==> config.mk <==
export PLATFORM = sky130hd
export DESIGN_NAME = timer0_regs
export DESIGN_NICKNAME = d
export VERILOG_FILES = /design/src/rtl/timer0_pkg.sv /design/src/rtl/capture_front.sv /design/src/rtl/irq_flag_unit.sv /design/src/rtl/timer0_regs.sv
export VERILOG_INCLUDE_DIRS = /design/src /design/src/rtl
export SDC_FILE = /design/constraint.sdc
export NUM_CORES = 1
export LEC_CHECK = 0
export ABC_AREA = 1
export BUFFER_PORTS_ARGS = -buffer_cell sky130_fd_sc_hd__buf_2
export CAP_MARGIN = 5
export CORE_ASPECT_RATIO = 1.2
export CORE_MARGIN = 3
export CORE_UTILIZATION = 49
export DETAILED_ROUTE_END_ITERATION = 7
export PLACE_DENSITY = 0.68
export SETUP_SLACK_MARGIN = 0.15
export SLEW_MARGIN = 20
export SYNTH_ARGS = -nofsm -noshare
export SYNTH_HDL_FRONTEND = slang
export SYNTH_SLANG_ARGS = --single-unit
==> constraint.sdc <==
create_clock -name clk_in -period 3 [get_ports clk_in]
set_input_delay 0.45 -clock clk_in [delete_from_list [all_inputs] [get_ports clk_in]]
set_output_delay 0.45 -clock clk_in [all_outputs]
set_load 0.01 [all_outputs]
==> src/rtl/timer0_params.svh <==
// constants for the timer register interface: offsets, bit positions, resets, counts
// assumes an 8-bit cpu i/o bus with 6-bit register addresses
`ifndef TIMER0_PARAMS_SVH
`define TIMER0_PARAMS_SVH

`define ADDR_COUNTER_LOW 6'h12
`define ADDR_COMPARE_A 6'h13
`define ADDR_COUNTER_HIGH 6'h14
`define ADDR_TIMER_CTRL 6'h15
`define ADDR_COMPARE_B 6'h16
`define ADDR_IRQ_FLAGS 6'h38
`define ADDR_IRQ_MASK 6'h39

`define CTRL_WIDTH_BIT 7
`define CTRL_CAPT_EN_BIT 6
`define CTRL_NOISE_BIT 5
`define CTRL_EDGE_BIT 4
`define CTRL_ACOMP_BIT 3
`define CTRL_CTC_BIT 0
`define CTRL_WRITE_MASK 8'hF9
`define MASK_WRITE_MASK 8'h1B

`define IRQ_COMPARE_A_BIT 4
`define IRQ_COMPARE_B_BIT 3
`define IRQ_OVERFLOW_BIT 1
`define IRQ_CAPTURE_BIT 0

`define RESET_BYTE 8'h00
`define RESET_WORD 16'h0000
`define NOISE_SAMPLES 4

`endif

==> src/rtl/timer0_pkg.sv <==
// types shared by the timer register interface files
// assumes timer0_params.svh supplies every number
package timer0_pkg;

  typedef struct packed {
    logic [5:0] addr;
    logic wr;
    logic rd;
    logic [7:0] wdata;
  } io_req_s;

  typedef struct packed {
    logic capture;
    logic overflow;
    logic compare_b;
    logic compare_a;
  } irq_vec_s;

endpackage

==> src/rtl/capture_front.sv <==
// capture trigger front end: synchroniser, optional noise filter, edge select
// assumes the pin is asynchronous; the comparator level is on the same clock
`timescale 1ns/1ns
`default_nettype none
`include "timer0_params.svh"
module capture_front
  import timer0_pkg::*;
#(
  parameter int SAMPLES = `NOISE_SAMPLES
) (
  input wire logic clk_in,
  input wire logic rst_n_in,
  input wire logic pin_in,
  input wire logic acomp_in,
  input wire logic use_acomp_in,
  input wire logic noise_en_in,
  input wire logic rising_in,
  output logic event_out
);
  logic sync1_reg;
  logic sync2_reg;
  logic [SAMPLES-1:0] hist_reg;
  logic filt_reg;
  logic prev_reg;
  logic raw;
  logic level;

  always_ff @(posedge clk_in) begin
    if (!rst_n_in) begin
      sync1_reg <= 1'b0;
      sync2_reg <= 1'b0;
    end else begin
      sync1_reg <= pin_in;
      sync2_reg <= sync1_reg;
    end
  end

  assign raw = use_acomp_in ? acomp_in : sync2_reg;

  // the filter output only moves after all samples agree, costing SAMPLES+1 cycles of delay
  always_ff @(posedge clk_in) begin
    if (!rst_n_in) begin
      hist_reg <= '0;
      filt_reg <= 1'b0;
    end else begin
      hist_reg <= {hist_reg[SAMPLES-2:0], raw};
      if (&hist_reg)
        filt_reg <= 1'b1;
      else if (~|hist_reg)
        filt_reg <= 1'b0;
    end
  end

  assign level = noise_en_in ? filt_reg : raw;

  always_ff @(posedge clk_in) begin
    if (!rst_n_in)
      prev_reg <= 1'b0;
    else
      prev_reg <= level;
  end

  assign event_out = rising_in ? (level & ~prev_reg) : (~level & prev_reg);
endmodule
`default_nettype wire

==> src/rtl/irq_flag_unit.sv <==
// sticky interrupt flags with mask and global enable gating
// assumes set, clear and acknowledge pulses come from the same clock
`timescale 1ns/1ns
`default_nettype none
module irq_flag_unit
  import timer0_pkg::*;
#(
  parameter int N = 4
) (
  input wire logic clk_in,
  input wire logic rst_n_in,
  input wire logic [N-1:0] set_in,
  input wire logic [N-1:0] clr_in,
  input wire logic [N-1:0] enable_in,
  input wire logic global_en_in,
  output logic [N-1:0] flags_out,
  output logic [N-1:0] irq_out
);
  genvar g;
  generate
    for (g = 0; g < N; g++) begin : gen_flag
      logic flag_bit_reg;
      // set wins over a clear in the same cycle so no event is lost
      always_ff @(posedge clk_in) begin
        if (!rst_n_in)
          flag_bit_reg <= 1'b0;
        else if (set_in[g])
          flag_bit_reg <= 1'b1;
        else if (clr_in[g])
          flag_bit_reg <= 1'b0;
      end
      assign flags_out[g] = flag_bit_reg;
      assign irq_out[g] = flag_bit_reg & enable_in[g] & global_en_in;
    end
  endgenerate
endmodule
`default_nettype wire

==> src/rtl/timer0_regs.sv <==
// timer0 counter, compare, capture and the register file behind the cpu i/o bus
// assumes a single-cycle cpu strobe bus on clk_in; tick_in is a prescaler enable
`timescale 1ns/1ns
`default_nettype none
`include "timer0_params.svh"
module timer0_regs
  import timer0_pkg::*;
#(
  parameter int NOISE = `NOISE_SAMPLES
) (
  input wire logic clk_in,
  input wire logic rst_n_in,
  input wire io_req_s io_req_in,
  output logic [7:0] rdata_out,
  input wire logic tick_in,
  input wire logic capture_pin_in,
  input wire logic acomp_in,
  input wire logic global_irq_en_in,
  input wire irq_vec_s vector_ack_in,
  output irq_vec_s irq_out,
  output logic [15:0] count_out
);
  logic [7:0] count_low_reg;
  logic [7:0] count_high_reg;
  logic [7:0] compare_a_reg;
  logic [7:0] compare_b_reg;
  logic [7:0] temp_reg;
  logic [7:0] ctrl_reg;
  logic [7:0] mask_reg;
  logic block_reg;
  logic [7:0] rdata_reg;
  logic [15:0] count_out_reg;

  logic wide;
  logic capt_mode;
  logic ctc_mode;
  logic [15:0] count16;
  logic [15:0] compare16;
  logic wr_low;
  logic wr_high;
  logic wr_cmp_a;
  logic wr_cmp_b;
  logic wr_ctrl;
  logic wr_flags;
  logic wr_mask;
  logic rd_low;
  logic rd_cmp_a;
  logic match_a_raw;
  logic match_b_raw;
  logic at_top;
  logic at_max;
  logic capt_event;
  logic capture_take;
  logic top_reached;
  logic [15:0] count_inc;
  logic [3:0] set_vec;
  logic [3:0] clr_vec;
  logic [3:0] en_vec;
  logic [3:0] flag_vec;
  logic [3:0] irq_vec;
  logic [7:0] flags_byte;
  logic [7:0] rd_mux;

  assign wide = ctrl_reg[`CTRL_WIDTH_BIT];
  assign capt_mode = ctrl_reg[`CTRL_CAPT_EN_BIT];
  assign ctc_mode = ctrl_reg[`CTRL_CTC_BIT];
  assign count16 = {count_high_reg, count_low_reg};
  assign compare16 = {compare_b_reg, compare_a_reg};

  // address decode; unmapped addresses are ignored on write and read as zero
  assign wr_low = io_req_in.wr && (io_req_in.addr == `ADDR_COUNTER_LOW);
  assign wr_high = io_req_in.wr && (io_req_in.addr == `ADDR_COUNTER_HIGH);
  assign wr_cmp_a = io_req_in.wr && (io_req_in.addr == `ADDR_COMPARE_A);
  assign wr_cmp_b = io_req_in.wr && (io_req_in.addr == `ADDR_COMPARE_B);
  assign wr_ctrl = io_req_in.wr && (io_req_in.addr == `ADDR_TIMER_CTRL);
  assign wr_flags = io_req_in.wr && (io_req_in.addr == `ADDR_IRQ_FLAGS);
  assign wr_mask = io_req_in.wr && (io_req_in.addr == `ADDR_IRQ_MASK);
  assign rd_low = io_req_in.rd && (io_req_in.addr == `ADDR_COUNTER_LOW);
  assign rd_cmp_a = io_req_in.rd && (io_req_in.addr == `ADDR_COMPARE_A);

  capture_front #(
    .SAMPLES(NOISE)
  ) u_capture_front (
    .clk_in(clk_in),
    .rst_n_in(rst_n_in),
    .pin_in(capture_pin_in),
    .acomp_in(acomp_in),
    .use_acomp_in(ctrl_reg[`CTRL_ACOMP_BIT]),
    .noise_en_in(ctrl_reg[`CTRL_NOISE_BIT]),
    .rising_in(ctrl_reg[`CTRL_EDGE_BIT]),
    .event_out(capt_event)
  );

  // compare values; in wide mode both halves form one 16-bit value
  assign match_a_raw = wide ? (count16 == compare16) : (count_low_reg == compare_a_reg);
  // in wide mode this match only feeds nothing, since the flag is held off there
  assign match_b_raw = wide ? (count_high_reg == compare_b_reg) :
                       (count_low_reg == compare_b_reg);
  // in ctc mode the top value is compare_a (or the merged pair); capture into it is
  // then held off, and reaching top sets the capture flag when capture mode is on
  assign at_top = ctc_mode && match_a_raw;
  assign at_max = wide ? (count16 == 16'hFFFF) : (count_low_reg == 8'hFF);
  assign top_reached = tick_in && at_top && !block_reg;
  assign capture_take = capt_mode && capt_event && !ctc_mode;
  assign count_inc = count16 + 16'h0001;

  // a low write suppresses matching on the following timer tick
  always_ff @(posedge clk_in) begin
    if (!rst_n_in)
      block_reg <= 1'b0;
    else if (wr_low)
      block_reg <= 1'b1;
    else if (tick_in)
      block_reg <= 1'b0;
  end

  // flag set events; compare, overflow and top are evaluated on the tick that sees the current count, a capture edge sets its flag without a tick
  always_comb begin
    set_vec = 4'h0;
    if (tick_in && !block_reg) begin
      set_vec[3] = match_a_raw && !capt_mode;
      set_vec[2] = match_b_raw && !wide;
    end
    set_vec[1] = tick_in && at_max && !ctc_mode;
    set_vec[0] = capture_take || (capt_mode && top_reached);
  end

  // hardware acknowledge or a written one clears a flag
  always_comb begin
    clr_vec[3] = vector_ack_in.compare_a || (wr_flags && io_req_in.wdata[`IRQ_COMPARE_A_BIT]);
    clr_vec[2] = vector_ack_in.compare_b || (wr_flags && io_req_in.wdata[`IRQ_COMPARE_B_BIT]);
    clr_vec[1] = vector_ack_in.overflow || (wr_flags && io_req_in.wdata[`IRQ_OVERFLOW_BIT]);
    clr_vec[0] = vector_ack_in.capture || (wr_flags && io_req_in.wdata[`IRQ_CAPTURE_BIT]);
  end

  assign en_vec = {mask_reg[`IRQ_COMPARE_A_BIT], mask_reg[`IRQ_COMPARE_B_BIT],
                   mask_reg[`IRQ_OVERFLOW_BIT], mask_reg[`IRQ_CAPTURE_BIT]};

  irq_flag_unit #(
    .N(4)
  ) u_irq_flag_unit (
    .clk_in(clk_in),
    .rst_n_in(rst_n_in),
    .set_in(set_vec),
    .clr_in(clr_vec),
    .enable_in(en_vec),
    .global_en_in(global_irq_en_in),
    .flags_out(flag_vec),
    .irq_out(irq_vec)
  );

  assign irq_out.compare_a = irq_vec[3];
  assign irq_out.compare_b = irq_vec[2];
  assign irq_out.overflow = irq_vec[1];
  assign irq_out.capture = irq_vec[0];

  always_comb begin
    flags_byte = `RESET_BYTE;
    flags_byte[`IRQ_COMPARE_A_BIT] = flag_vec[3];
    flags_byte[`IRQ_COMPARE_B_BIT] = flag_vec[2];
    flags_byte[`IRQ_OVERFLOW_BIT] = flag_vec[1];
    flags_byte[`IRQ_CAPTURE_BIT] = flag_vec[0];
  end

  always_ff @(posedge clk_in) begin
    if (!rst_n_in)
      ctrl_reg <= `RESET_BYTE;
    else if (wr_ctrl)
      ctrl_reg <= io_req_in.wdata & `CTRL_WRITE_MASK;
  end

  // only the four bits this timer owns are kept; the rest read as zero
  always_ff @(posedge clk_in) begin
    if (!rst_n_in)
      mask_reg <= `RESET_BYTE;
    else if (wr_mask)
      mask_reg <= io_req_in.wdata & `MASK_WRITE_MASK;
  end

  // shared high-byte latch: every 16-bit access passes through here, so an
  // interrupt handler touching another 16-bit register corrupts a half-done access
  always_ff @(posedge clk_in) begin
    if (!rst_n_in)
      temp_reg <= `RESET_BYTE;
    else if (wr_high || (wide && wr_cmp_b))
      temp_reg <= io_req_in.wdata;
    else if (wide && rd_low)
      temp_reg <= count_high_reg;
    else if (wide && rd_cmp_a)
      temp_reg <= compare_b_reg;
  end

  // counter low byte: bus writes win over counting, ctc clears at top
  always_ff @(posedge clk_in) begin
    if (!rst_n_in) begin
      count_low_reg <= `RESET_BYTE;
    end else if (wr_low) begin
      count_low_reg <= io_req_in.wdata;
    end else if (tick_in) begin
      if (at_top && !block_reg) begin
        count_low_reg <= `RESET_BYTE;
      end else begin
        count_low_reg <= count_inc[7:0];
      end
    end
  end

  // counter high byte: a narrow high write no longer steals a tick from the low byte
  always_ff @(posedge clk_in) begin
    if (!rst_n_in) begin
      count_high_reg <= `RESET_BYTE;
    end else if (wr_low) begin
      if (wide) begin
        count_high_reg <= temp_reg;
      end
    end else if (wr_high && !wide) begin
      count_high_reg <= io_req_in.wdata;
    end else if (tick_in && wide) begin
      if (at_top && !block_reg) begin
        count_high_reg <= `RESET_BYTE;
      end else begin
        count_high_reg <= count_inc[15:8];
      end
    end
  end

  // compare registers; in capture mode compare_a (and compare_b in wide mode) also receives the captured count
  always_ff @(posedge clk_in) begin
    if (!rst_n_in) begin
      compare_a_reg <= `RESET_BYTE;
      compare_b_reg <= `RESET_BYTE;
    end else if (capture_take) begin
      compare_a_reg <= count_low_reg;
      if (wide)
        compare_b_reg <= count_high_reg;
    end else if (wr_cmp_a) begin
      compare_a_reg <= io_req_in.wdata;
      if (wide)
        compare_b_reg <= temp_reg;
    end else if (wr_cmp_b && !wide) begin
      compare_b_reg <= io_req_in.wdata;
    end
  end

  // high halves read back the latch in wide mode so the pair is coherent
  always_comb begin
    rd_mux = `RESET_BYTE;
    case (io_req_in.addr)
      `ADDR_COUNTER_LOW: rd_mux = count_low_reg;
      `ADDR_COUNTER_HIGH: rd_mux = wide ? temp_reg : count_high_reg;
      `ADDR_COMPARE_A: rd_mux = compare_a_reg;
      `ADDR_COMPARE_B: rd_mux = wide ? temp_reg : compare_b_reg;
      `ADDR_TIMER_CTRL: rd_mux = ctrl_reg;
      `ADDR_IRQ_FLAGS: rd_mux = flags_byte;
      `ADDR_IRQ_MASK: rd_mux = mask_reg;
      default: rd_mux = `RESET_BYTE;
    endcase
  end

  always_ff @(posedge clk_in) begin
    if (!rst_n_in)
      rdata_reg <= `RESET_BYTE;
    else if (io_req_in.rd)
      rdata_reg <= rd_mux;
  end

  always_ff @(posedge clk_in) begin
    if (!rst_n_in)
      count_out_reg <= `RESET_WORD;
    else
      count_out_reg <= count16;
  end

  assign rdata_out = rdata_reg;
  assign count_out = count_out_reg;
endmodule
`default_nettype wire

* Word-level counts from Yosys, hierarchy flattened
Cells that the tools add are included.
** Cells by class
- Bitwise logic cells :: 12
- Magnitude comparators :: 0
- Reduce and logical (&&, ||, !) cells :: 53
- Add/subtract/negate cells :: 1
- Equal/unequal tests :: 15
- $mul :: 0
- Div/mod/pow operators :: 0
- Mux-type cells :: 38
- Shift operators :: 0
** Operators with widths (count)
- 8-bit two-way mux :: 18
- 8-bit case mux with 7 select lines :: 1
- 1-bit logical AND :: 31
- 6-bit by 5-bit equality test with 1-bit output (second input constant) :: 5
- 8-bit equality test :: 3
- 1-bit two-way mux :: 18
- 16-bit by 1-bit adder with 16-bit output (second input constant) :: 1
- 16-bit equality test :: 1
- 16-bit equality test (second input constant) :: 1
- 6-bit equality test (second input constant) :: 2
- 2-bit nonzero test :: 6
- 1-bit AND :: 10
- 3-bit nonzero test :: 3
- 8-bit equality test (second input constant) :: 1
- 1-bit logical OR :: 6
- 1-bit zero test :: 4
- 4-bit AND reduction :: 1
- 4-bit OR reduction :: 1
- 2-bit two-way mux :: 1
- 2-bit by 1-bit inequality test with 1-bit output (second input constant) :: 1
- 2-bit inequality test (second input constant) :: 1
- 1-bit inverter :: 2
- 2-bit AND reduction :: 1
** Storage, ports and cells
- Register bits after elaboration :: 87
- Bits in latches :: 0
- Memory bits (read-only) :: 0
- Input port bits :: 26
- Bits in writable memories :: 0
- Memories :: 0

* Depth between registers and ports, before layout
Gate-level depths: netlist of the first run.
- Word-level depth :: 9
- Mapped depth :: 13
- Gate-level depth less buffers :: 12

* By module
From an unflattened synthesis of the first run, not the netlist that was laid out.
** Unflattened totals
- Cell total of the unflattened synthesis :: 817
- Area, all modules :: 5260.0 um^2
** By module, submodules not included
- timer0_regs :: instances 1, area an instance 4728.3 um^2, seq. area each 1501.4 um^2, cells an instance 737
- capture_front :: instances 1, area an instance 319.1 um^2, seq. area each 160.2 um^2, cells an instance 46
- irq_flag_unit :: instances 1, area an instance 212.7 um^2, seq. area each 80.1 um^2, cells an instance 34

* Worst setup path before layout of the first run
OpenSTA, ideal clock, no wires.
- Path kind :: input port to flip-flop
- Start :: in io_req_in[13] in the netlist's numbering
- End :: reg temp_reg[7]
- Arrival time :: 1573 ps
- Path buffers :: 1
- Cell stages on the path :: 9
- Slack :: 1307 ps
- Data required time :: 2881 ps
- Cell sequence :: nor2_2 nand3_2 nor2_4 nand3_4 buf_6 nand2_1 o21ai_1 nor3_1 nor2_1
** On the way
- Cells in the longest elaborated chain, start to end :: 5
- Elaborated cells on any way between the ends :: 15
- Classes of those cells :: eq/ne (4); mux (2); reduce/logical (9)
** Ends and longest elaborated chain
- start: declaration :: line timer0_regs.sv:13 : input wire io_req_s io_req_in,
- 6-bit by 5-bit equality test with 1-bit output
- 1-bit logical AND, on equally long branches :: line timer0_regs.sv:78, timer0_regs.sv:74
- 1-bit logical AND, on equally long branches :: line timer0_regs.sv:187, timer0_regs.sv:185
- 8-bit two-way mux / 1-bit logical OR (equally long branches) :: line timer0_regs.sv:187, timer0_regs.sv:185
- 8-bit two-way mux / 3-bit nonzero test (equally long branches)
- end signal: assignment :: line timer0_regs.sv:184 : temp_reg <= `RESET_BYTE;
- end signal: assignment :: line timer0_regs.sv:186 : temp_reg <= io_req_in.wdata;
- end signal: assignment :: line timer0_regs.sv:188 : temp_reg <= count_high_reg;
- end: declaration :: line timer0_regs.sv:27 : logic [7:0] temp_reg;
Several ways; a longest one is shown, not always the timed one.
A chain may end at the register's enable or synchronous reset.

* Worst setup path after layout of the first run
- Start :: reg count_low_reg[1]
- End :: reg count_high_reg[6]
** On the way
- Cells in the longest elaborated chain, start to end :: 8
- Elaborated cells on any way between the ends :: 10
- Classes of those cells :: add/sub (1); eq/ne (2); mux (5); reduce/logical (2)
** Ends and longest elaborated chain
- start: declaration :: line timer0_regs.sv:23 : logic [7:0] count_low_reg;
- start signal: assignment :: line timer0_regs.sv:196 : count_low_reg <= `RESET_BYTE;
- start signal: assignment :: line timer0_regs.sv:198 : count_low_reg <= io_req_in.wdata;
- start signal: assignment :: line timer0_regs.sv:201 : count_low_reg <= `RESET_BYTE;
- branches (longest 4 deep; another with 16-bit by 1-bit adder with 16-bit output)
- 8-bit two-way mux * :: line timer0_regs.sv:219 : if (at_top && !block_reg) begin
- 8-bit two-way mux * :: line timer0_regs.sv:218 : end else if (tick_in && wide) begin
- 8-bit two-way mux * :: line timer0_regs.sv:216 : end else if (wr_high && !wide) begin
- 8-bit two-way mux * :: line timer0_regs.sv:212 : end else if (wr_low) begin
- end signal: assignment :: line timer0_regs.sv:214 : count_high_reg <= temp_reg;
- end signal: assignment :: line timer0_regs.sv:217 : count_high_reg <= io_req_in.wdata;
- end signal: assignment :: line timer0_regs.sv:220 : count_high_reg <= `RESET_BYTE;
- end: declaration :: line timer0_regs.sv:24 : logic [7:0] count_high_reg;
Every way passes the cells marked *. The select of a mux whose other input is x is not followed.

==> results of run 1 <==
-- routing by layer --
layer  part of all wire [%]  global-route usage, %
met1                     40                   37.9
met2                     47                   47.1
met3                    8.3                   4.27
met4                    4.7                   14.3
met5                      0                      0
-- worst paths after layout --
kind	end	slack [ns]	start
worst min register to register	u_capture_front.sync2_reg$_SDFF_PN0_	0.42	u_capture_front.sync1_reg$_SDFF_PN0_
worst min-delay path	u_capture_front.sync1_reg$_SDFF_PN0_	0.30	capture_pin_in
worst max register to register	count_high_reg[6]$_SDFFE_PN0P_	0.72	count_low_reg[1]$_SDFFE_PN0P_
worst max-delay path	count_high_reg[6]$_SDFFE_PN0P_	0.72	count_low_reg[1]$_SDFFE_PN0P_
-- cell type report --
type / count / area, um2 / area share [%]
multi-input cells: 560 / 2760 / 48.4
flip-flops and latches: 87 / 1740 / 30.6
inverters: 114 / 430 / 7.56
repair buffers: 59 / 310 / 5.45
clock buffers: 9 / 225 / 3.96
well taps: 126 / 158 / 2.77
clock inverters: 6 / 70.1 / 1.23
-- logic make-up after synthesis --
| group | count (synthesis) | share of synthesized area (%) |
|---|---|---|
| flops | 87 | 34.2 |
| xor+xnor | 19 | 3.27 |
| compound gates | 190 | 20.6 |
| fa+ha+maj | 1 | 0.246 |
| simple gates | 350 | 30.1 |
| buf+inv | 143 | 11.6 |
-- worst max-delay path, cell delays in order, from the launching register on --
cell and delay, ns:
dfxtp_1 0.60, ha_1 0.29, nand2_1 0.11, inv_1 0.10
nand3_1 0.12, nor2_1 0.34, nand3_1 0.20, o21ai_0 0.23
nand3_1 0.10, a21oi_1 0.14
-- stage by stage --
step	power [uW]	std cells
floorplan	1330	790
global placement	1410	946
detailed placement	1410	946
CTS	2540	961
global route	2620	961
finish	2530	961
-- where the power goes --
group          switching (uW)  internal, uW
sequential               18.4          1170
clock                     495           647
combinational             141          59.5
-- placed cells by master, fill, tap and decap left out, types with 2 or more instances in the layout --
cell        count
nor3_1         14
buf_4           6
a21oi_2         2
o21ai_1        11
o211ai_1        4
clkinvlp_4      3
nor2_4          3
buf_2          53
nand2_2         2
o21a_1          2
inv_1         107
nand4_1         6
xor2_1         14
nand2_4         3
nor4_1          3
nand3_1        24
inv_6           2
o21ai_0        72
a21oi_1        63
dfxtp_1        87
a31oi_1         6
clkbuf_16       9
o31ai_1         9
xnor2_1         5
nand3_2         3
o22ai_1        16
nor2_1         67
nand2_1       217
inv_2           6
a211o_1         2
==> results.ini, run 1 <==
[outcome]
status=finished, final reports clean

[global_route]
antenna_found_initial=0
grt_first_pass_wirelength_mm=26.9
grt_pass1_vias=5069
grt.total_usage_pct=29.2
grt_max_degree=49
grt_overflow_total=0

[placed_design]
place.gp.congestion=0.996
port_buffers=53
place_hpwl_mm=12.4
placed_area_um2=5400
dp_slack_ns=0.751

[route]
vias=5435
post_drt_wl_per_cell_um=17.6
drt-initial-drc-count=522
drt_wl_total_mm=16.9
dr.pass1.iters=8
postRouteAntennaNets=0
drc=0
viasPerCell=5.66

[logic_synthesis]
syn_avg_cell_area_um2=6.44
synth_warnings=0
synthTopCellsByCount=217 x nand2_1, 108 x inv_1, 87 x dfxtp_1
postSynthCellCount=790
synth_edf_count=0
synth_flop_cell=dfxtp_1
ys_types=42
synth_seq_cells=87
synth_top_area_share_pct=34.2
synth_top_cells_by_area=dfxtp_1 34%, nand2_1 16%, inv_1 8.0%, o21ai_0 7.1%, a21oi_1 6.2%
synth_area_um2=5090
synthArstFlopShare_pct=0
yosys.area.top_type=dfxtp_1
synth.most_common_cell=nand2_1
synth_nets=817
synth_seq_area_share_pct=34.2

[timing]
setup_viol=0
fmax_ghz=0.439
fin_crit_ns=2.28
final.setup.tns_ns=0
rsz0062_at_grt=no
slew_violations=0
max_slew_margin_pct=51.9
period_share_pct=75.9
tightest_slew_ns=0.714
fin_worst_hold_slack_ns=0.296
fin_skew_ns=0.00644
hold_violations=0
setup_ws_ns=0.722

[pwr]
irDropWorstVdd_mv=0.223
power_density_nw_per_um2=445
p_leak_uw=0.00269

[floorplanning]
die_h_um=118
die_x_um=99.0
fp-row-count=40
core_um2=10100
die_area_um2=11600
start_util_pct=50.6
ios=54

[clocking]
cts_buffer_depth=2
cts.repair.resized=0
clk_pin_slew_ns=0.07
root_buffer=clkbuf_16
holdBufCountCts=0
clock_latency_ns=0.35
clock_sinks=87
cts_tree=done
cts_buffers=9
cts_max_level=3
post-cts-setup-buffers=0

[finish]
antenna_cells=0
area_delta_synth_final_pct=11.8
num-fill-cells=1017
fin_util_pct=56.6
largest_register_ffs=16
drive_gt1_share_pct=12.3
fin_area_um2=5690
nNetsFinal=858

[worst_setup_path]
startpoint_type=flop
path_class=flop to flop
arrival_ns=2.56
cp_max_fo=9
reg2reg_depth=9
cp-end-kind=flop
required_ns=3.28

[worst_hold_path]
min_path_type=primary input to flop
hold_depth=3

[job]
cap_violations=0

No activity file was read; power rests on OpenSTA's default activity.
==> run 2, diff against run 1 <==
ABC_AREA = 0   (was 1)
clock period = 2.1 ns   (was 3 ns; I/O delays follow)
==> run 2 against run 1 <==
  * Via count decreased by 6.9%
  * Clock-buffer cell count unchanged
  * Cell count decreased by 17%
  * Worst hold slack got worse by 0.12 ns
  * Setup slack got worse by 0.49 ns
  * Maximum frequency increased by 22%
  * Clock skew increased by 0.0024 ns
  * Synthesized area decreased by 2.3%
  * Clock power increased by 54%
  * Sequential power increased by 43%
  * Core utilization increased by 4.3 points
  * Highest routed layer unchanged
==> results.ini, run 2 <==
[global_route]
grt.total_usage_pct=29.1  ; was 29.2%
grt_overflow_total=0  ; unchanged
antenna_found_initial=0  ; unchanged
grt_pass1_vias=4713  ; was 5069
grt_max_degree=51  ; was 49
grt_first_pass_wirelength_mm=26.0  ; was 26.9 mm

[pwr]
switching_share_pct=24.3  ; was 25.8%
p_int_uw=2850  ; was 1880 uW
switchingPower_uw=918  ; was 655 uW
power_frac_clock_pct=46.5  ; was 45.1%
power_frac_comb_pct=8.5  ; was 7.9%
power_frac_seq_pct=45.0  ; was 47.0%
power.total_uw=3770  ; was 2530 uW
p_leak_uw=0.00236  ; was 0.00269 uW
irDropWorstVdd_mv=0.365  ; was 0.223 mV
power_density_nw_per_um2=638  ; was 445 nW/um2

[floorplanning]
die_x_um=98.0  ; was 99.0 um
die_h_um=116  ; was 118 um
core_um2=9710  ; was 10100 um2
ios=54  ; unchanged
die_area_um2=11400  ; was 11600 um2
fp-row-count=39  ; was 40
start_util_pct=51.2  ; was 50.6%

[logic_synthesis]
syn_avg_cell_area_um2=8.19  ; was 6.44 um2
synth_top_area_share_pct=35.0  ; was 34.2%
postSynthCellCount=607  ; was 790
synth_flop_cell=dfxtp_1  ; unchanged
synth_warnings=0  ; unchanged
synth_top_cells_by_area=dfxtp_1 35%, nand2_1 4.8%, a21oi_1 4.7%, nor2_1 3.5%, o21ai_0 3.4%  ; was dfxtp_1 34%, nand2_1 16%, inv_1 8.0%, o21ai_0 7.1%, a21oi_1 6.2%
synthArstFlopShare_pct=0  ; unchanged
ys_types=68  ; was 42
synth_edf_count=0  ; unchanged
synth_area_um2=4970  ; was 5090 um2
synth_seq_area_share_pct=35.0  ; was 34.2%
synth_nets=634  ; was 817
yosys.area.top_type=dfxtp_1  ; unchanged
synth.most_common_cell=dfxtp_1  ; was nand2_1
synthTopCellsByCount=87 x dfxtp_1, 63 x nand2_1, 47 x a21oi_1  ; was 217 x nand2_1, 108 x inv_1, 87 x dfxtp_1
synth_seq_cells=87  ; unchanged

[clocking]
root_buffer=clkbuf_16  ; unchanged
clock_latency_ns=0.34  ; was 0.35 ns
cts_max_level=3  ; unchanged
clk_pin_slew_ns=0.07  ; about the same
cts_buffers=9  ; unchanged
clock_sinks=87  ; unchanged
cts_buffer_depth=2  ; unchanged
cts_tree=done  ; unchanged

[timing]
period_share_pct=89.0  ; was 75.9%
slew_violations=0  ; unchanged
rsz0062_at_grt=no  ; unchanged
fmax_ghz=0.535  ; was 0.439 GHz
fin_crit_ns=1.87  ; was 2.28 ns
fin_worst_hold_slack_ns=0.178  ; was 0.296 ns
setup_viol=0  ; unchanged
final.setup.tns_ns=0  ; unchanged
max_slew_margin_pct=65.4  ; was 51.9%
fin_skew_ns=0.00884  ; was 0.00644 ns
tightest_slew_ns=0.518  ; was 0.714 ns
hold_violations=0  ; unchanged

[route]
drt_wl_total_mm=16.4  ; was 16.9 mm
drc=0  ; unchanged
post_drt_wl_per_cell_um=20.4  ; was 17.6 um
viasPerCell=6.31  ; was 5.66
postRouteAntennaNets=0  ; unchanged
drt-initial-drc-count=418  ; was 522
vias=5061  ; was 5435
dr.pass1.iters=6  ; was 8

[worst_hold_path]
hold_depth=2  ; was 3
min_to=u_capture_front.sync1_reg$_SDFF_PN0_  ; unchanged
hp-start=capture_pin_in  ; unchanged
min_path_type=primary input to flop  ; unchanged

[worst_setup_path]
arrival_ns=2.08  ; was 2.56 ns
path_cells=nor3b_1 > nand3_2 > buf_4 > a311o_1 > a21oi_1 > a2111oi_2  ; was ha_1 > nand2_1 > inv_1 > nand3_1 > nor2_1 > nand3_1 > o21ai_0 > nand3_1 > a21oi_1
startpoint_type=flop  ; unchanged
required_ns=2.31  ; was 3.28 ns
path_class=flop to flop  ; unchanged
crit_path_top_delay_cell=nor3b_1  ; was dfxtp_1
ff2ff_setup_slack_ns=0.23  ; was 0.72 ns
cpPeakStageDelay_ns=0.45  ; was 0.60 ns
reg2reg_depth=6  ; was 9
reg2reg_to=count_high_reg[6]$_SDFFE_PN0P_  ; unchanged
cp_max_fo=17  ; was 9
r2r_start=ctrl_reg[7]$_SDFFE_PN0P_  ; was count_low_reg[1]$_SDFFE_PN0P_
cp-end-kind=flop  ; unchanged

[finish]
antenna_cells=0  ; unchanged
num-fill-cells=870  ; was 1017
fin_util_pct=60.9  ; was 56.6%
largest_register_ffs=16  ; unchanged
drive_gt1_share_pct=24.6  ; was 12.3%
final_cell_mix=83 x dfxtp_1, 62 x nand2_1, 53 x buf_2  ; was 217 x nand2_1, 107 x inv_1, 87 x dfxtp_1
area_delta_synth_final_pct=18.8  ; was 11.8%
finalNonFillerCells=802  ; was 961
nNetsFinal=701  ; was 858
final_common_cell=dfxtp_1  ; was nand2_1

[outcome]
status=finished, final reports clean  ; unchanged

[job]
cap_violations=0  ; unchanged

[placed_design]
post-place-cells=783  ; was 946
port_buffers=53  ; unchanged
place_hpwl_mm=11.9  ; was 12.4 mm
place.gp.congestion=0.995  ; was 0.996

[run 2: final cells by class]
type | count | area, um2 | area share (%)
Multi-Input combinational cell | 458 | 2960 | 50.1
Clock buffer | 9 | 225 | 3.81
Sequential cell | 87 | 1750 | 29.6
Tap cell | 123 | 154 | 2.60
Clock inverter | 7 | 101 | 1.72
Inverter | 13 | 48.8 | 0.826
Timing Repair Buffer | 105 | 676 | 11.4
[run 2: how the worst max path moves through the flow]
stage / to / start / depth (start not counted) / slack, ns
floorplan: count_low_reg[5]$_SDFFE_PN0P_ / count_low_reg[1]$_SDFFE_PN0P_ / 7 / 0.41
global placement: count_high_reg[6]$_SDFFE_PN0P_ / io_req_in[12] / 6 / 0.16
detailed placement: count_high_reg[6]$_SDFFE_PN0P_ / io_req_in[12] / 6 / 0.11
CTS: temp_reg[3]$_SDFFE_PN0P_ / ctrl_reg[7]$_SDFFE_PN0P_ / 6 / 0.17
global route: compare_a_reg[6]$_SDFFE_PN0P_ / ctrl_reg[3]$_SDFFE_PN0P_ / 8 / 0.15
finish: count_high_reg[6]$_SDFFE_PN0P_ / ctrl_reg[7]$_SDFFE_PN0P_ / 6 / 0.23
[run 2: critical path, delay by kind of cell (launching register included)]
family          cells  cell delay, ns
simple gates        2            0.55
flops               1            0.38
buf+inv             1            0.22
compound gates      3            0.57
[run 2: layer usage]
layer	part of all wire (%)	GRT usage (%)
met5	0	0
met4	4.9	15.3
met3	9.1	5.32
met2	45	45.7
met1	41	38.2
[run 2: kinds of logic after synthesis]
logic type      after synthesis  share of synthesized area, %
flops                        87                          35.0
xor+xnor                     31                          5.46
simple gates                230                          25.0
fa+ha+maj                     1                         0.252
mux                          24                          5.26
buf+inv                      62                          5.89
compound gates              172                          23.2
[run 2: power by group through the flow]
| stage | logic [uW] | clock network (uW) | registers [uW] |
|---|---|---|---|
| finish | 319 | 1750 | 1700 |
| global route | 344 | 1850 | 1700 |
| CTS | 310 | 1780 | 1700 |
| detailed placement | 308 | 0 | 1730 |
| global placement | 304 | 0 | 1730 |
| floorplan | 183 | 0 | 1720 |
[run 2: through the flow]
| step | setup slack (ns) | cell area (um2) |
|---|---|---|
| floorplan | 0.413 | 4970 |
| global placement | 0.160 | 5530 |
| detailed placement | 0.109 | 5530 |
| CTS | 0.172 | 5870 |
| global route | 0.150 | 5910 |
| finish | 0.231 | 5910 |
[run 2: what timing repair did]
action / in CTS / in global routing
gates resized for setup: 1 / 14
setup buffers: 2 / 1
pin swaps: 1 / 3
endpoints found under the setup margin: 3 / 29
hold buffers: 0 / 0
==> run 3, diff against run 2 <==
CORE_ASPECT_RATIO = 0.7   (was 1.2)
==> run 3 against run 2 <==
  * Design area is 0.40% higher
  * Via count is 0.81% higher
  * First-iteration DRC count up 65%
  * Global-route usage increased by 0.79 points
  * Highest routed layer unchanged
  * Setup slack worse by 0.049 ns
  * Sequential cell count stayed put
  * Combinational power increased by 2%
==> results.ini, run 3 (synthesized netlist as in run 2, its figures left out) <==
[outcome]
status=finished, final reports clean  ; unchanged

[global_route]
grt_overflow_total=0  ; unchanged
grt_pass1_vias=4597  ; was 4713
grt.total_usage_pct=29.8  ; was 29.1%
antenna_found_initial=0  ; unchanged
grt_max_degree=51  ; unchanged
grt_first_pass_wirelength_mm=26.6  ; was 26.0 mm

[floorplanning]
start_util_pct=50.8  ; was 51.2%
die_area_um2=11400  ; about the same
die_x_um=126  ; was 98.0 um
core_um2=9800  ; was 9710 um2
die_h_um=90.3  ; was 116 um
fp-row-count=30  ; was 39
ios=54  ; unchanged

[finish]
antenna_cells=0  ; unchanged
drive_gt1_share_pct=24.8  ; was 24.6%
largest_register_ffs=16  ; unchanged
final_cell_mix=84 x dfxtp_1, 61 x nand2_1, 53 x buf_2  ; was 83 x dfxtp_1, 62 x nand2_1, 53 x buf_2
finalNonFillerCells=805  ; was 802
area_delta_synth_final_pct=19.3  ; was 18.8%
nNetsFinal=699  ; was 701
final-seq-area_um2=1750  ; about the same
num-fill-cells=877  ; was 870
multi_input_area_um2=2980  ; was 2960 um2
final_common_cell=dfxtp_1  ; unchanged

[timing]
fmax_ghz=0.521  ; was 0.535 GHz
slew_violations=0  ; unchanged
period_share_pct=91.3  ; was 89.0%
tightest_slew_ns=0.651  ; was 0.518 ns
fin_crit_ns=1.92  ; was 1.87 ns
final.setup.tns_ns=0  ; unchanged
rsz0062_at_grt=yes  ; was no
max_slew_margin_pct=56.5  ; was 65.4%
setup_ws_ns=0.182  ; was 0.231 ns
setup_viol=0  ; unchanged
hold_violations=0  ; unchanged
fin_skew_ns=0.00697  ; was 0.00884 ns

[clocking]
clock_sinks=87  ; unchanged
cts_max_level=3  ; unchanged
clk_pin_slew_ns=0.06  ; was 0.07 ns
holdBufCountCts=0  ; unchanged
cts_buffers=9  ; unchanged
root_buffer=clkbuf_16  ; unchanged
cts_buffer_depth=2  ; unchanged
clock_latency_ns=0.35  ; was 0.34 ns
cts_tree=done  ; unchanged

[worst_setup_path]
ff2ff_setup_slack_ns=0.18  ; was 0.23 ns
path_class=flop to flop  ; unchanged
cp-end-kind=flop  ; unchanged
required_ns=2.35  ; was 2.31 ns
arrival_ns=2.17  ; was 2.08 ns
cp_max_fo=16  ; was 17
startpoint_type=flop  ; unchanged

[route]
drt_wl_total_mm=17.5  ; was 16.4 mm
postRouteAntennaNets=0  ; unchanged
viasPerCell=6.34  ; was 6.31
drc=0  ; unchanged
post_drt_wl_per_cell_um=21.8  ; was 20.4 um
dr.pass1.iters=6  ; unchanged
drt-initial-drc-count=690  ; was 418
vias=5102  ; was 5061

[pwr]
power.total_uw=3610  ; was 3770 uW
power_density_nw_per_um2=608  ; was 638 nW/um2
irDropWorstVdd_mv=0.359  ; was 0.365 mV
p_leak_uw=0.00236  ; about the same

[job]
cap_violations=0  ; unchanged

[placed_design]
dp_slack_ns=0.109  ; about the same
port_buffers=53  ; unchanged
place.gp.congestion=0.984  ; was 0.995
post-place-cells=780  ; was 783
place_hpwl_mm=12.2  ; was 11.9 mm

[worst_hold_path]
min_path_type=primary input to flop  ; unchanged

## run 3: through the flow
step | hold WS, ns | area, um2 | util (%)
after floorplan | 0.412 | 4970 | -
after global placement | 0.414 | 5490 | 56.0
after detailed placement | 0.431 | 5490 | 56.0
after CTS | 0.178 | 5780 | 59.0
after global routing | 0.187 | 5930 | 60.6
final | 0.179 | 5930 | 60.6
## run 3: final timing paths
kind / start / end / cells after the start
max reg2reg: ctrl_reg[3]$_SDFFE_PN0P_ / compare_a_reg[2]$_SDFFE_PN0P_ / 9
max: ctrl_reg[3]$_SDFFE_PN0P_ / compare_a_reg[2]$_SDFFE_PN0P_ / 9
min: capture_pin_in / u_capture_front.sync1_reg$_SDFF_PN0_ / 2
min reg2reg: u_capture_front.sync1_reg$_SDFF_PN0_ / u_capture_front.sync2_reg$_SDFF_PN0_ / 1
## run 3: metal layers
metal / vias up / part of all wire, % / global-route usage (%)
met5: - / 0 / 0
met2: 325 / 41 / 40.8
met1: 2413 / 44 / 45.0
met3: 29 / 12 / 8.39
met4: 0 / 1.9 / 9.02
li1: 2335 / - / -
## run 3: report_power, final
part           leakage [uW]  switching (uW)  internal (uW)
Combinational       0.00151             205            120
Sequential         0.000705            23.9           1670
Clock              0.000145             686            899
## run 3: layout make-up
class	count	area share [%]
multi-input cells	458	50.3
flip-flops and latches	87	29.4
repair buffers	103	11.8
clock buffers	12	4.49
well taps	128	2.70
inverters	13	0.886
clock inverters	4	0.443
## run 3: worst max-delay path, cell delays in order, from the launching register on
cell	delay [ns]
dfxtp_2	0.34
mux2_4	0.21
mux2i_2	0.07
buf_4	0.14
nor3b_1	0.26
o21ai_2	0.11
buf_4	0.15
buf_4	0.14
clkbuf_16	0.18
a311oi_1	0.24
## run 3: repair_timing
action	4_1_cts	5_1_grt
cloned	0	2
resized for setup	1	17
setup endpoints to repair	1	20
pin swaps	0	6
buffers inserted	0	7
